===== config.mk =====
export PLATFORM = sky130hd
export DESIGN_NAME = pcm_top
export DESIGN_NICKNAME = d
export VERILOG_FILES = /design/src/shared/pcm_pkg.sv /design/src/shared/pcm_pin_if.sv /design/src/rtl/pcm_top.sv /design/src/rtl/pcm_pin_sync.sv /design/src/rtl/pcm_pin_route.sv
export VERILOG_INCLUDE_DIRS = /design/src /design/src/shared
export SDC_FILE = /design/constraint.sdc
export NUM_CORES = 1
export LEC_CHECK = 0
export ABC_AREA = 1
export BUFFER_PORTS_ARGS = -buffer_cell sky130_fd_sc_hd__clkbuf_2
export CAP_MARGIN = 20
export CORE_UTILIZATION = 45
export DETAILED_ROUTE_END_ITERATION = 6
export GPL_TIMING_DRIVEN = 0
export PLACE_DENSITY_LB_ADDON = 0.15
export SYNTH_ARGS = -nofsm -noshare
export SYNTH_HDL_FRONTEND = slang
export SYNTH_SLANG_ARGS = --single-unit

===== constraint.sdc =====
create_clock -name clock -period 2.9 [get_ports clock]
set_input_delay 0.29 -clock clock [delete_from_list [all_inputs] [get_ports clock]]
set_output_delay 0.29 -clock clock [all_outputs]
set_load 0.02 [all_outputs]

===== src/shared/pcm_params.svh =====
`ifndef PCM_PARAMS_SVH
`define PCM_PARAMS_SVH

// ------------------------------------------------------------
// bus and register map
// ------------------------------------------------------------
`define PCM_AW              12
`define PCM_OFF_PIN_LEVEL   12'h000
`define PCM_OFF_LATCH       12'h004
`define PCM_OFF_DIR         12'h008
`define PCM_OFF_SE_8        12'h00C
`define PCM_OFF_SE_16       12'h010
`define PCM_OFF_SE_24       12'h014
`define PCM_OFF_SE_32       12'h018
`define PCM_OFF_OPEN_DRAIN  12'h01C

// ------------------------------------------------------------
// reset values and masks
// ------------------------------------------------------------
`define PCM_RST_LATCH       8'h00
`define PCM_RST_DIR         8'hFF
`define PCM_OD_MASK         8'hE1
`define PCM_SE32_SMALL_MASK 8'h01
`define PCM_FULL_MASK       8'hFF

// ------------------------------------------------------------
// field positions
// ------------------------------------------------------------
`define PCM_UPPER_W         4
`define PCM_P4              0
`define PCM_P5              1
`define PCM_P6              2
`define PCM_P7              3
`define PCM_OD_SPI_ONE      7
`define PCM_SE_IDX_32       3
`define PCM_SEG_BASE        8'h08
`define PCM_SEG_P4          8'h10
`define PCM_SEG_P5          8'h0C
`define PCM_SEG_P6          8'h1B
`define PCM_SEG_P7          8'h1C

`endif


===== src/shared/pcm_pkg.sv =====
package pcm_pkg;

    // register state of the top module
    typedef struct packed {
        logic [7:0]      latch_reg;
        logic [7:0]      dir_reg;
        logic [3:0][7:0] se_reg;
        logic [7:0]      od_reg;
        logic            ccp2_reg;
        logic            strap_done_reg;
        logic [7:0]      rdata_reg;
    } pcm_regs_t;

    // three-stage pin sampler state
    typedef struct packed {
        logic [3:0] s1_reg;
        logic [3:0] s2_reg;
        logic [3:0] s3_reg;
        logic [3:0] level_reg;
    } pcm_sync_t;

endpackage : pcm_pkg


===== src/shared/pcm_pin_if.sv =====
`timescale 1ns/1ps

// one pad's selection request and resulting drive
interface pcm_pin_if;
    logic seg_en;
    logic seg_level;
    logic per_own;
    logic per_drive;
    logic per_data;
    logic per_od;
    logic latch;
    logic dir;
    logic pad_out;
    logic pad_oe_n;
    logic seg_sel;

    modport ctrl  (output seg_en, seg_level, per_own, per_drive, per_data, per_od, latch, dir,
                   input  pad_out, pad_oe_n, seg_sel);
    modport route (input  seg_en, seg_level, per_own, per_drive, per_data, per_od, latch, dir,
                   output pad_out, pad_oe_n, seg_sel);
endinterface : pcm_pin_if


===== src/rtl/pcm_top.sv =====
// Contract
// - in I2C mode the serial port data output overrides the latch on pin 4
// - I2C pin input buffer type follows the serial port's own setting
// - segment 16 or 12 enabled owns pin 4 or 5 exclusively
// - segment 27 or 28 enabled owns pin 6 or 7 exclusively
// - synchronous serial module output overrides latch on pins 6 and 7
// - synchronous slave with direction 1 takes its clock from pin 6
// - direction 1 on pin 7 feeds asynchronous receive through Schmitt input
// - pin 5 carries SPI data output when its direction bit is 0
// - pin 4 feeds SPI data input through Schmitt buffer
// - peripheral owned pins ignore the port direction bit
// - small variant: segment enables 33 to 39 absent, read zero
// - channel two routes to its default pin when select bit set
// - reset leaves every pin that no enabled serial peripheral owns (pin 4, 6 or 7) as a digital input
// - direction register reads back stored value despite overrides
// - plain port I/O only while the pin's segment is disabled
`timescale 1ns/1ps
`include "pcm_params.svh"

module pcm_top #(
    parameter bit SMALL_PIN_COUNT = 1'b0
) (
    input  wire logic                    clock,
    input  wire logic                    srst,
    input  wire logic                    psel,
    input  wire logic                    penable,
    input  wire logic                    pwrite,
    input  wire logic [`PCM_AW-1:0]      paddr,
    input  wire logic [31:0]             pwdata,
    output logic      [31:0]             prdata,
    output logic                         pready,
    output logic                         pslverr,
    input  wire logic [`PCM_UPPER_W-1:0] pin_in,
    output logic      [`PCM_UPPER_W-1:0] pin_out,
    output logic      [`PCM_UPPER_W-1:0] pin_oe_n,
    output logic      [`PCM_UPPER_W-1:0] pin_analog_sel,
    input  wire logic                    ssp_enable,
    input  wire logic                    ssp_i2c_mode,
    input  wire logic                    ssp_i2c_levels,
    input  wire logic                    i2c_data_out,
    input  wire logic                    spi_data_out,
    output logic                         spi_data_in,
    output logic                         i2c_data_in,
    output logic                         pin4_i2c_buffer,
    input  wire logic                    usart_enable,
    input  wire logic                    usart_sync,
    input  wire logic                    usart_master,
    input  wire logic                    usart_tx_out,
    input  wire logic                    usart_dt_out,
    input  wire logic                    usart_dt_oe,
    output logic                         usart_clock_in,
    output logic                         usart_rx_in,
    output logic                         usart_dt_in,
    input  wire logic                    lcd_lcd_segment_sixteen_drive,
    input  wire logic                    lcd_lcd_segment_twelve_drive,
    input  wire logic                    lcd_lcd_segment_twenty_seven_drive,
    input  wire logic                    lcd_lcd_segment_twenty_eight_drive,
    input  wire logic                    ccp_two_pin_select,
    output logic                         ccp2_on_default_pin
);
    pcm_pkg::pcm_regs_t         st_reg;
    pcm_pkg::pcm_regs_t         st_next;
    logic [`PCM_UPPER_W-1:0]    lvl;
    logic [`PCM_UPPER_W-1:0]    seg_on;
    logic [`PCM_UPPER_W-1:0]    own;
    logic [`PCM_UPPER_W-1:0]    pdata;
    logic [`PCM_UPPER_W-1:0]    pod;
    logic [`PCM_UPPER_W-1:0]    pdrive;
    logic [`PCM_UPPER_W-1:0]    seg_lvl;
    logic [7:0]                 pin_rd;
    logic                       setup_ph;
    logic                       write_ph;

    // ------------------------------------------------------------
    // helpers
    // ------------------------------------------------------------

    // segment n lives in register (n-8)/8, bit (n-8)%8
    function automatic logic seg_bit(input logic [3:0][7:0] se, input logic [7:0] n);
        logic [7:0] off;
        off = n - `PCM_SEG_BASE;
        return se[off[4:3]][off[2:0]];
    endfunction : seg_bit

    function automatic logic addr_hit(input logic [`PCM_AW-1:0] a);
        return (a == `PCM_OFF_PIN_LEVEL) || (a == `PCM_OFF_LATCH) || (a == `PCM_OFF_DIR)
            || (a == `PCM_OFF_SE_8) || (a == `PCM_OFF_SE_16) || (a == `PCM_OFF_SE_24)
            || (a == `PCM_OFF_SE_32) || (a == `PCM_OFF_OPEN_DRAIN);
    endfunction : addr_hit

    function automatic logic [7:0] read_byte(input logic [`PCM_AW-1:0] a,
                                             input pcm_pkg::pcm_regs_t s,
                                             input logic [7:0] pins);
        logic [7:0] v;
        v = 8'h00;
        case (a)
            `PCM_OFF_PIN_LEVEL:  v = pins;
            `PCM_OFF_LATCH:      v = s.latch_reg;
            `PCM_OFF_DIR:        v = s.dir_reg;
            `PCM_OFF_SE_8:       v = s.se_reg[0];
            `PCM_OFF_SE_16:      v = s.se_reg[1];
            `PCM_OFF_SE_24:      v = s.se_reg[2];
            `PCM_OFF_SE_32:      v = s.se_reg[3];
            `PCM_OFF_OPEN_DRAIN: v = s.od_reg;
            default:             v = 8'h00;
        endcase
        return v;
    endfunction : read_byte

    // ------------------------------------------------------------
    // pin sampling
    // ------------------------------------------------------------
    pcm_pin_sync u_sync (
        .clock   (clock),
        .srst    (srst),
        .pin_raw (pin_in),
        .level   (lvl)
    );

    // ------------------------------------------------------------
    // function ownership per pin
    // ------------------------------------------------------------
    always_comb
    begin
        seg_on[`PCM_P4]  = seg_bit(st_reg.se_reg, `PCM_SEG_P4);
        seg_on[`PCM_P5]  = seg_bit(st_reg.se_reg, `PCM_SEG_P5);
        seg_on[`PCM_P6]  = seg_bit(st_reg.se_reg, `PCM_SEG_P6);
        seg_on[`PCM_P7]  = seg_bit(st_reg.se_reg, `PCM_SEG_P7);
        seg_lvl[`PCM_P4] = lcd_lcd_segment_sixteen_drive;
        seg_lvl[`PCM_P5] = lcd_lcd_segment_twelve_drive;
        seg_lvl[`PCM_P6] = lcd_lcd_segment_twenty_seven_drive;
        seg_lvl[`PCM_P7] = lcd_lcd_segment_twenty_eight_drive;
        // pin 4: I2C data is open drain and beats the latch
        own[`PCM_P4]     = ssp_enable & ssp_i2c_mode;
        pdata[`PCM_P4]   = i2c_data_out;
        pod[`PCM_P4]     = 1'b1;
        pdrive[`PCM_P4]  = 1'b1;
        // pin 5: SPI data out only while direction is output
        own[`PCM_P5]     = ssp_enable & ~ssp_i2c_mode
                         & ~st_reg.dir_reg[`PCM_P5 + `PCM_UPPER_W];
        pdata[`PCM_P5]   = spi_data_out;
        pod[`PCM_P5]     = st_reg.od_reg[`PCM_OD_SPI_ONE];
        pdrive[`PCM_P5]  = 1'b1;
        // pin 6: transmit, or clock as sync master; sync slave leaves it to the port
        own[`PCM_P6]     = usart_enable & (~usart_sync | usart_master);
        pdata[`PCM_P6]   = usart_tx_out;
        pod[`PCM_P6]     = 1'b0;
        pdrive[`PCM_P6]  = 1'b1;
        // pin 7: sync data out while the serial module drives it
        own[`PCM_P7]     = usart_enable & usart_sync & usart_dt_oe;
        pdata[`PCM_P7]   = usart_dt_out;
        pod[`PCM_P7]     = 1'b0;
        pdrive[`PCM_P7]  = 1'b1;
    end

    // ------------------------------------------------------------
    // pad routing, one instance per upper pin
    // ------------------------------------------------------------
    for (genvar i = 0; i < `PCM_UPPER_W; i++)
    begin : g_pin
        pcm_pin_if pif ();
        assign pif.seg_en    = seg_on[i];
        assign pif.seg_level = seg_lvl[i];
        assign pif.per_own   = own[i];
        assign pif.per_drive = pdrive[i];
        assign pif.per_data  = pdata[i];
        assign pif.per_od    = pod[i];
        assign pif.latch     = st_reg.latch_reg[i + `PCM_UPPER_W];
        assign pif.dir       = st_reg.dir_reg[i + `PCM_UPPER_W];
        assign pin_out[i]        = pif.pad_out;
        assign pin_oe_n[i]       = pif.pad_oe_n;
        assign pin_analog_sel[i] = pif.seg_sel;
        pcm_pin_route u_route (
            .pin (pif)
        );
    end

    // ------------------------------------------------------------
    // peripheral inputs; a segment-owned pin feeds nothing digital
    // ------------------------------------------------------------
    always_comb
    begin
        spi_data_in     = lvl[`PCM_P4] & ~seg_on[`PCM_P4];
        i2c_data_in     = ~seg_on[`PCM_P4] & (~ssp_i2c_mode | lvl[`PCM_P4]);
        pin4_i2c_buffer = ssp_i2c_mode & ssp_i2c_levels;
        usart_clock_in  = usart_sync & ~usart_master & ~seg_on[`PCM_P6]
                        & st_reg.dir_reg[`PCM_P6 + `PCM_UPPER_W] & lvl[`PCM_P6];
        // idle high keeps the receiver from seeing a false start bit
        usart_rx_in     = ~(st_reg.dir_reg[`PCM_P7 + `PCM_UPPER_W] & ~seg_on[`PCM_P7])
                        | lvl[`PCM_P7];
        // sync receive relies on software having made pin 7 an input
        usart_dt_in     = st_reg.dir_reg[`PCM_P7 + `PCM_UPPER_W] & ~seg_on[`PCM_P7]
                        & lvl[`PCM_P7];
        pin_rd          = {lvl & ~seg_on, 4'h0};
        ccp2_on_default_pin = st_reg.ccp2_reg;
    end

    // ------------------------------------------------------------
    // apb slave: zero wait states, read data latched in setup
    // ------------------------------------------------------------
    assign setup_ph = psel & ~penable;
    assign write_ph = psel & penable & pwrite & pready;
    assign pready   = 1'b1;
    assign pslverr  = psel & penable & ~addr_hit(paddr);
    assign prdata   = {24'h000000, st_reg.rdata_reg};

    always_comb
    begin
        st_next = st_reg;
        // strap is sampled once after reset, never under it
        if (!st_reg.strap_done_reg)
        begin
            st_next.ccp2_reg       = ccp_two_pin_select;
            st_next.strap_done_reg = 1'b1;
        end
        if (setup_ph)
            st_next.rdata_reg = read_byte(paddr, st_reg, pin_rd);
        if (write_ph)
        begin
            unique case (paddr)
                `PCM_OFF_PIN_LEVEL,
                `PCM_OFF_LATCH:      st_next.latch_reg = pwdata[7:0];
                `PCM_OFF_DIR:        st_next.dir_reg   = pwdata[7:0];
                `PCM_OFF_SE_8:       st_next.se_reg[0] = pwdata[7:0];
                `PCM_OFF_SE_16:      st_next.se_reg[1] = pwdata[7:0];
                `PCM_OFF_SE_24:      st_next.se_reg[2] = pwdata[7:0];
                // absent enables on the small part never store a one
                `PCM_OFF_SE_32:      st_next.se_reg[`PCM_SE_IDX_32] = pwdata[7:0]
                    & (SMALL_PIN_COUNT ? `PCM_SE32_SMALL_MASK : `PCM_FULL_MASK);
                `PCM_OFF_OPEN_DRAIN: st_next.od_reg = pwdata[7:0] & `PCM_OD_MASK;
                default:             st_next.rdata_reg = st_reg.rdata_reg;
            endcase
        end
    end

    always_ff @(posedge clock)
    begin
        if (srst)
        begin
            st_reg         <= '0;
            st_reg.latch_reg <= `PCM_RST_LATCH;
            st_reg.dir_reg <= `PCM_RST_DIR;
        end
        else
            st_reg <= st_next;
    end
endmodule : pcm_top


===== src/rtl/pcm_pin_sync.sv =====
`timescale 1ns/1ps
`include "pcm_params.svh"

module pcm_pin_sync (
    input  wire logic                    clock,
    input  wire logic                    srst,
    input  wire logic [`PCM_UPPER_W-1:0] pin_raw,
    output logic      [`PCM_UPPER_W-1:0] level
);
    pcm_pkg::pcm_sync_t st_reg;
    pcm_pkg::pcm_sync_t st_next;

    // ------------------------------------------------------------
    // three sampling flops and a level flop; a level counts only once stages two and three agree
    // ------------------------------------------------------------
    always_comb
    begin
        st_next        = st_reg;
        st_next.s1_reg = pin_raw;
        st_next.s2_reg = st_reg.s1_reg;
        st_next.s3_reg = st_reg.s2_reg;
        // stage one is never looked at here: it may be metastable
        st_next.level_reg = (st_reg.s2_reg & ~(st_reg.s2_reg ^ st_reg.s3_reg))
                          | (st_reg.level_reg & (st_reg.s2_reg ^ st_reg.s3_reg));
    end

    always_ff @(posedge clock)
    begin
        if (srst)
            st_reg <= '0;
        else
            st_reg <= st_next;
    end

    assign level = st_reg.level_reg;
endmodule : pcm_pin_sync


===== src/rtl/pcm_pin_route.sv =====
`timescale 1ns/1ps

module pcm_pin_route (
    pcm_pin_if.route pin
);
    // ------------------------------------------------------------
    // segment first, then peripheral, then plain port
    // ------------------------------------------------------------
    always_comb
    begin
        pin.seg_sel  = 1'b0;
        pin.pad_out  = pin.latch;
        pin.pad_oe_n = pin.dir;
        if (pin.seg_en)
        begin
            // segment drive shuts out every digital function
            pin.seg_sel  = 1'b1;
            pin.pad_out  = pin.seg_level;
            pin.pad_oe_n = 1'b0;
        end
        else if (pin.per_own)
        begin
            // direction bit has no say while a peripheral owns the pin
            pin.pad_out  = pin.per_data;
            pin.pad_oe_n = ~pin.per_drive | (pin.per_od & pin.per_data);
        end
    end
endmodule : pcm_pin_route


# Word-level counts from Yosys, hierarchy flattened
# Index checks and enable logic that the tools add are counted.
[totals] regBits=78 input_bits=69 output_inout_bits=53 word_cells=103
[op_classes] n_eq_ne=8 mux=24 bitwise=40 n_reduce_logical=17
[ops] cell="8-bit case mux with 8 select lines" count=1
[ops] cell="12-bit by 5-bit == test with 1-bit output, second input constant" count=4
[ops] cell="12-bit by 4-bit == test with 1-bit output, second input constant" count=2
[ops] cell="8-bit 2-to-1 mux" count=3
[ops] cell="1-bit bitwise AND" count=20
[ops] cell="1-bit 2-to-1 mux" count=20
[ops] cell="2-bit AND reduction" count=7
[ops] cell="4-bit bitwise AND" count=3
[ops] cell="12-bit by 3-bit == test with 1-bit output, second input constant" count=1
[ops] cell="12-bit logical NOT" count=1
[ops] cell="1-bit NOT" count=10
[ops] cell="4-bit NOT" count=2
[ops] cell="8-bit OR reduction" count=1
[ops] cell="1-bit logical OR" count=7
[ops] cell="4-bit bitwise OR" count=1
[ops] cell="4-bit XOR" count=1
[ops] cell="1-bit bitwise OR" count=3
[ops] cell="2-bit inequality test, second input constant" count=1
[ops] cell="2-bit OR reduction" count=1

# Longest topological paths before layout
[logic_depth] word_depth=10 mapped_depth=11 depth_no_buf=10

# Modules after synthesis
# Synthesis repeated with hierarchy kept, for this count alone.
[unflattened] hier_cells=599 hier_area_um2=4154.0
[by_module_without_submodules] module="pcm_top" instances=1 cells_per_inst=493 area_each_um2=3428.3
[by_module_without_submodules] module="pcm_pin_sync" instances=1 cells_per_inst=58 area_each_um2=510.5
[by_module_without_submodules] module="pcm_pin_route" instances=4 cells_per_inst=12 area_each_um2=53.8

# Worst setup path after synthesis
# No wires, ideal clock.
[synth_timing] path_type="input to output" startpoint="input paddr[9]" endpoint="output pslverr" arrival_time_ns=1.155 required_time_ns=2.610 path_slack_ns=1.455 stages=6 n_path_buf=1 path_cell_list="nor2_1 nand2_2 inv_2 buf_4 nand3_1 and3_1"
[synth_between] elab_chain_cells=10 word_cells_on_any_way=17 classes_between="7 x eq/ne; 2 x bitwise; 8 x reduce/logical"
[synth_rtl] item="start, declared" line="pcm_top.sv:28" rtl="input wire logic [`PCM_AW-1:0] paddr,"
[synth_rtl] item="12-bit by 3-bit == test with 1-bit output / 12-bit logical NOT (equally long branches)"
[synth_rtl] item="1-bit logical OR (6 in a row)" line="pcm_top.sv:86" rtl="return (a == `PCM_OFF_PIN_LEVEL) || (a == `PCM_OFF_LATCH) || (a == `PCM_OFF_DIR)"
[synth_rtl] item="1-bit logical OR (*)" line="pcm_top.sv:86"
[synth_rtl] item="1-bit NOT (*)" line="pcm_top.sv:204" rtl="assign pslverr = psel & penable & ~addr_hit(paddr);"
[synth_rtl] item="1-bit bitwise AND (*)" line="pcm_top.sv:204"
[synth_rtl] item="end, declared" line="pcm_top.sv:32" rtl="output logic pslverr,"
# Every way passes the cells marked *; elsewhere a longest branch is shown, timed or not.

# Final worst setup path
[layout_timing] startpoint="register st_reg (netlist bit g_pin[1].pif.dir)" endpoint="output pin_oe_n[1]"
[layout_between] elab_chain_cells=4
[layout_rtl] item="start, declared" line="pcm_top.sv:61" rtl="pcm_pkg::pcm_regs_t st_reg;"
[layout_rtl] item="start signal, assigned" line="pcm_top.sv:245" rtl="st_reg <= st_next;"
[layout_rtl] item="1-bit NOT" line="pcm_top.sv:140" rtl="& ~st_reg.dir_reg[`PCM_P5 + `PCM_UPPER_W];"
[layout_rtl] item="1-bit bitwise AND" line="pcm_top.sv:139" rtl="own[`PCM_P5] = ssp_enable & ~ssp_i2c_mode"
[layout_rtl] item="1-bit 2-to-1 mux (*)" line="pcm_pin_route.sv:21" rtl="else if (pin.per_own)"
[layout_rtl] item="1-bit 2-to-1 mux (*)" line="pcm_pin_route.sv:14" rtl="if (pin.seg_en)"
[layout_rtl] item="end, declared" line="pcm_top.sv:35" rtl="output logic [`PCM_UPPER_W-1:0] pin_oe_n,"
# Marked as above.

==> results.cfg <==
[place]
dp_hpwl_um = 7730
dp_slack_ns = 1.17
portBuffers = 72
place_congestion = 0.922

[clock_tree]
clockBufferDepth = 2
post_cts_buffers = 0
cts_root_buf = clkbuf_8
cts_buffers = 9
htree_levels = 3
cts_sinks = 78
cts_hold_buf = 0
cts_resized = 0
cts_tree = built
clk_latency_ns = 0.35
clk_pin_slew_ns = 0.08

[synth]
seq_area_frac_synth_pct = 38.6
synth_area_um2 = 4050
synth_simple_gate_area_share_pct = 24.6
synth_cells = 573
synth-seq-cells = 78
synth-async-reset-ratio_pct = 0
synthAdderAreaFrac_pct = 0
synth_top_family_by_area = simple AND/OR/NAND/NOR gates
synth_mux_area_share_pct = 0
synth.distinct_cells = 29
synth_flop_cell = dfxtp_1
synth_top_area_cell = dfxtp_1
synth_area_per_cell_um2 = 7.06
yosys_warnings = 0
synth_common_cells = inv_1, dfxtp_1, nand2_1
synth_compound_area_share_pct = 16.9
synth_area_leaders = dfxtp_1, buf_4, inv_1
synth_top_area_share_pct = 38.6
synthXorXnorAreaFrac_pct = 0
synth-edff-count = 0
synth_most_common_cell = inv_1

[routing]
drt-wirelength-per-cell_um = 12.7
initialDrtViolationCount = 163
dr.pass1.iters = 4
drc = 0
viasPerCell = 4.83
ant_nets = 0
route.final.wire_length_um = 10000
vias = 3824

[critical_path]
cpMaxStageDelayCell = dfxtp_1
max_stage_delay_ns = 0.40
endpoint_kind = output port
crit_type = reg2out
path_cells = nor2_1, nand3_1, nor2_1, o21ai_0, inv_1, buf_4, clkbuf_2
crit_top_cell = nor2_1
crit_fanout = 4
crit_arrival_ns = 1.43
cp.required_ns = 2.61
start_kind = register

[pwr]
power_leakage_nw = 2.30
ir_drop_mv = 0.244
power_frac_seq_pct = 50.7
internal_power_mw = 1.62
clock_power_share_pct = 39.7
power_frac_comb_pct = 9.6
power.density_nw_per_um2 = 441
total_power_mw = 2.13
p_sw_mw = 0.517
switching_share_pct = 24.2

[timing]
setup_tns_ns = 0
finalCriticalPeriod_ns = 1.72
worst_slew_pin_slew_ns = 0.608
skew_ns = 0.00455
relSlewSlack_pct = 59.5
hold_slack_ns = 0.114
rsz0062_at_grt = false
slew_viol_final = 0
timing.final.ws_setup_ns = 1.18
max_freq_mhz = 582
setup_viol = 0
hold_violations = 0
fin_crit_sh_pct = 59.3

[global_routing]
grt_overflow_total = 0
grt_usage_pct = 22.7
grt_max_degree = 13
grt_pass1_vias = 3723
grt_antenna_before_repair = 0
grt_pass1_wl_um = 17000

[status]
status = finished, final reports clean

[floorplanning]
start_util_pct = 46.4
die_y_um = 96.8
die_x_um = 96.8
rows = 34
core_um2 = 8720
ioPinCount = 122
die_area_um2 = 9380

[final_layout]
drive_above_1_share_pct = 26.4
nNetsFinal = 748
final_core_util_pct = 55.5
area_delta_synth_final_pct = 19.5
largest_reg_flops = 40
n_antenna_cell = 0

[hold_path]
min_path_type = in2reg

[run]
maxCapViolations = 0
critical path, delay by kind of cell, from the launching register on:
family	cells	cell delay, ns
flops	1	0.40
buf+inv	3	0.32
simple gates	3	0.21
compound gates	1	0.13
cell type report:
cell class / count / area, µm²
Clock buffer: 12 / 165
Fill cell: 866 / 3880
Sequential cell: 78 / 1560
Clock inverter: 3 / 42.5
Buffer: 68 / 482
Multi-Input combinational cell: 366 / 1770
Inverter: 84 / 315
Tap cell: 108 / 135
Timing Repair Buffer: 72 / 360
placed cells by master, fill, tap and decap left out, drive strengths merged:
master / instances
a21oi: 60
a31oi: 4
and3: 1
buf: 61
bufinv: 1
clkbuf: 91
clkinv: 2
clkinvlp: 1
conb: 25
dfxtp: 78
inv: 83
nand2: 83
nand3: 59
nand4: 1
nor2: 72
nor3: 2
nor4: 1
o211ai: 8
o21ai: 50
metrics by stage:
step / cell area, µm² / instances
after detailed placement: 4630 / 776
after global routing: 4840 / 791
after global placement: 4630 / 776
after floorplan: 4130 / 596
final: 4840 / 791
after CTS: 4840 / 791
metal layers:
layer | GRT usage [%] | vias up | wire length [µm]
met5 | 0 | - | 0
li1 | - | 1975 | -
met2 | 40.2 | 116 | 4840
met4 | 9.30 | 0 | 277
met1 | 26.4 | 1709 | 4330
met3 | 5.06 | 24 | 590
path summary, 6_finish.rpt:
check	startpoint	to	slack (ns)	cells after the start
hold / removal	pin_in[2]	u_sync.st_next[10]	0.11	3
hold reg to reg	u_sync.st_next[11]	u_sync.st_next[7]	0.40	2
setup reg to reg	g_pin[2].pif.seg_en	prdata[6]	1.75	7
setup / recovery	g_pin[1].pif.dir	pin_oe_n[1]	1.18	7
power by group through the flow:
stage	Sequential, mW	Combinational, mW	Clock (mW)
finish	1.08	0.204	0.847
global route	1.08	0.226	0.907
CTS	1.08	0.204	0.862
detailed placement	1.11	0.204	0
global placement	1.11	0.200	0
floorplan	1.11	0.133	0
cell families after synthesis:
kind of cell           after synthesis
AOI/OAI and AO/OA                  122
buffers and inverters              152
DFF                                 78
other                                2
and+or+nand+nor                    219
(Power assumes the default switching activity.)
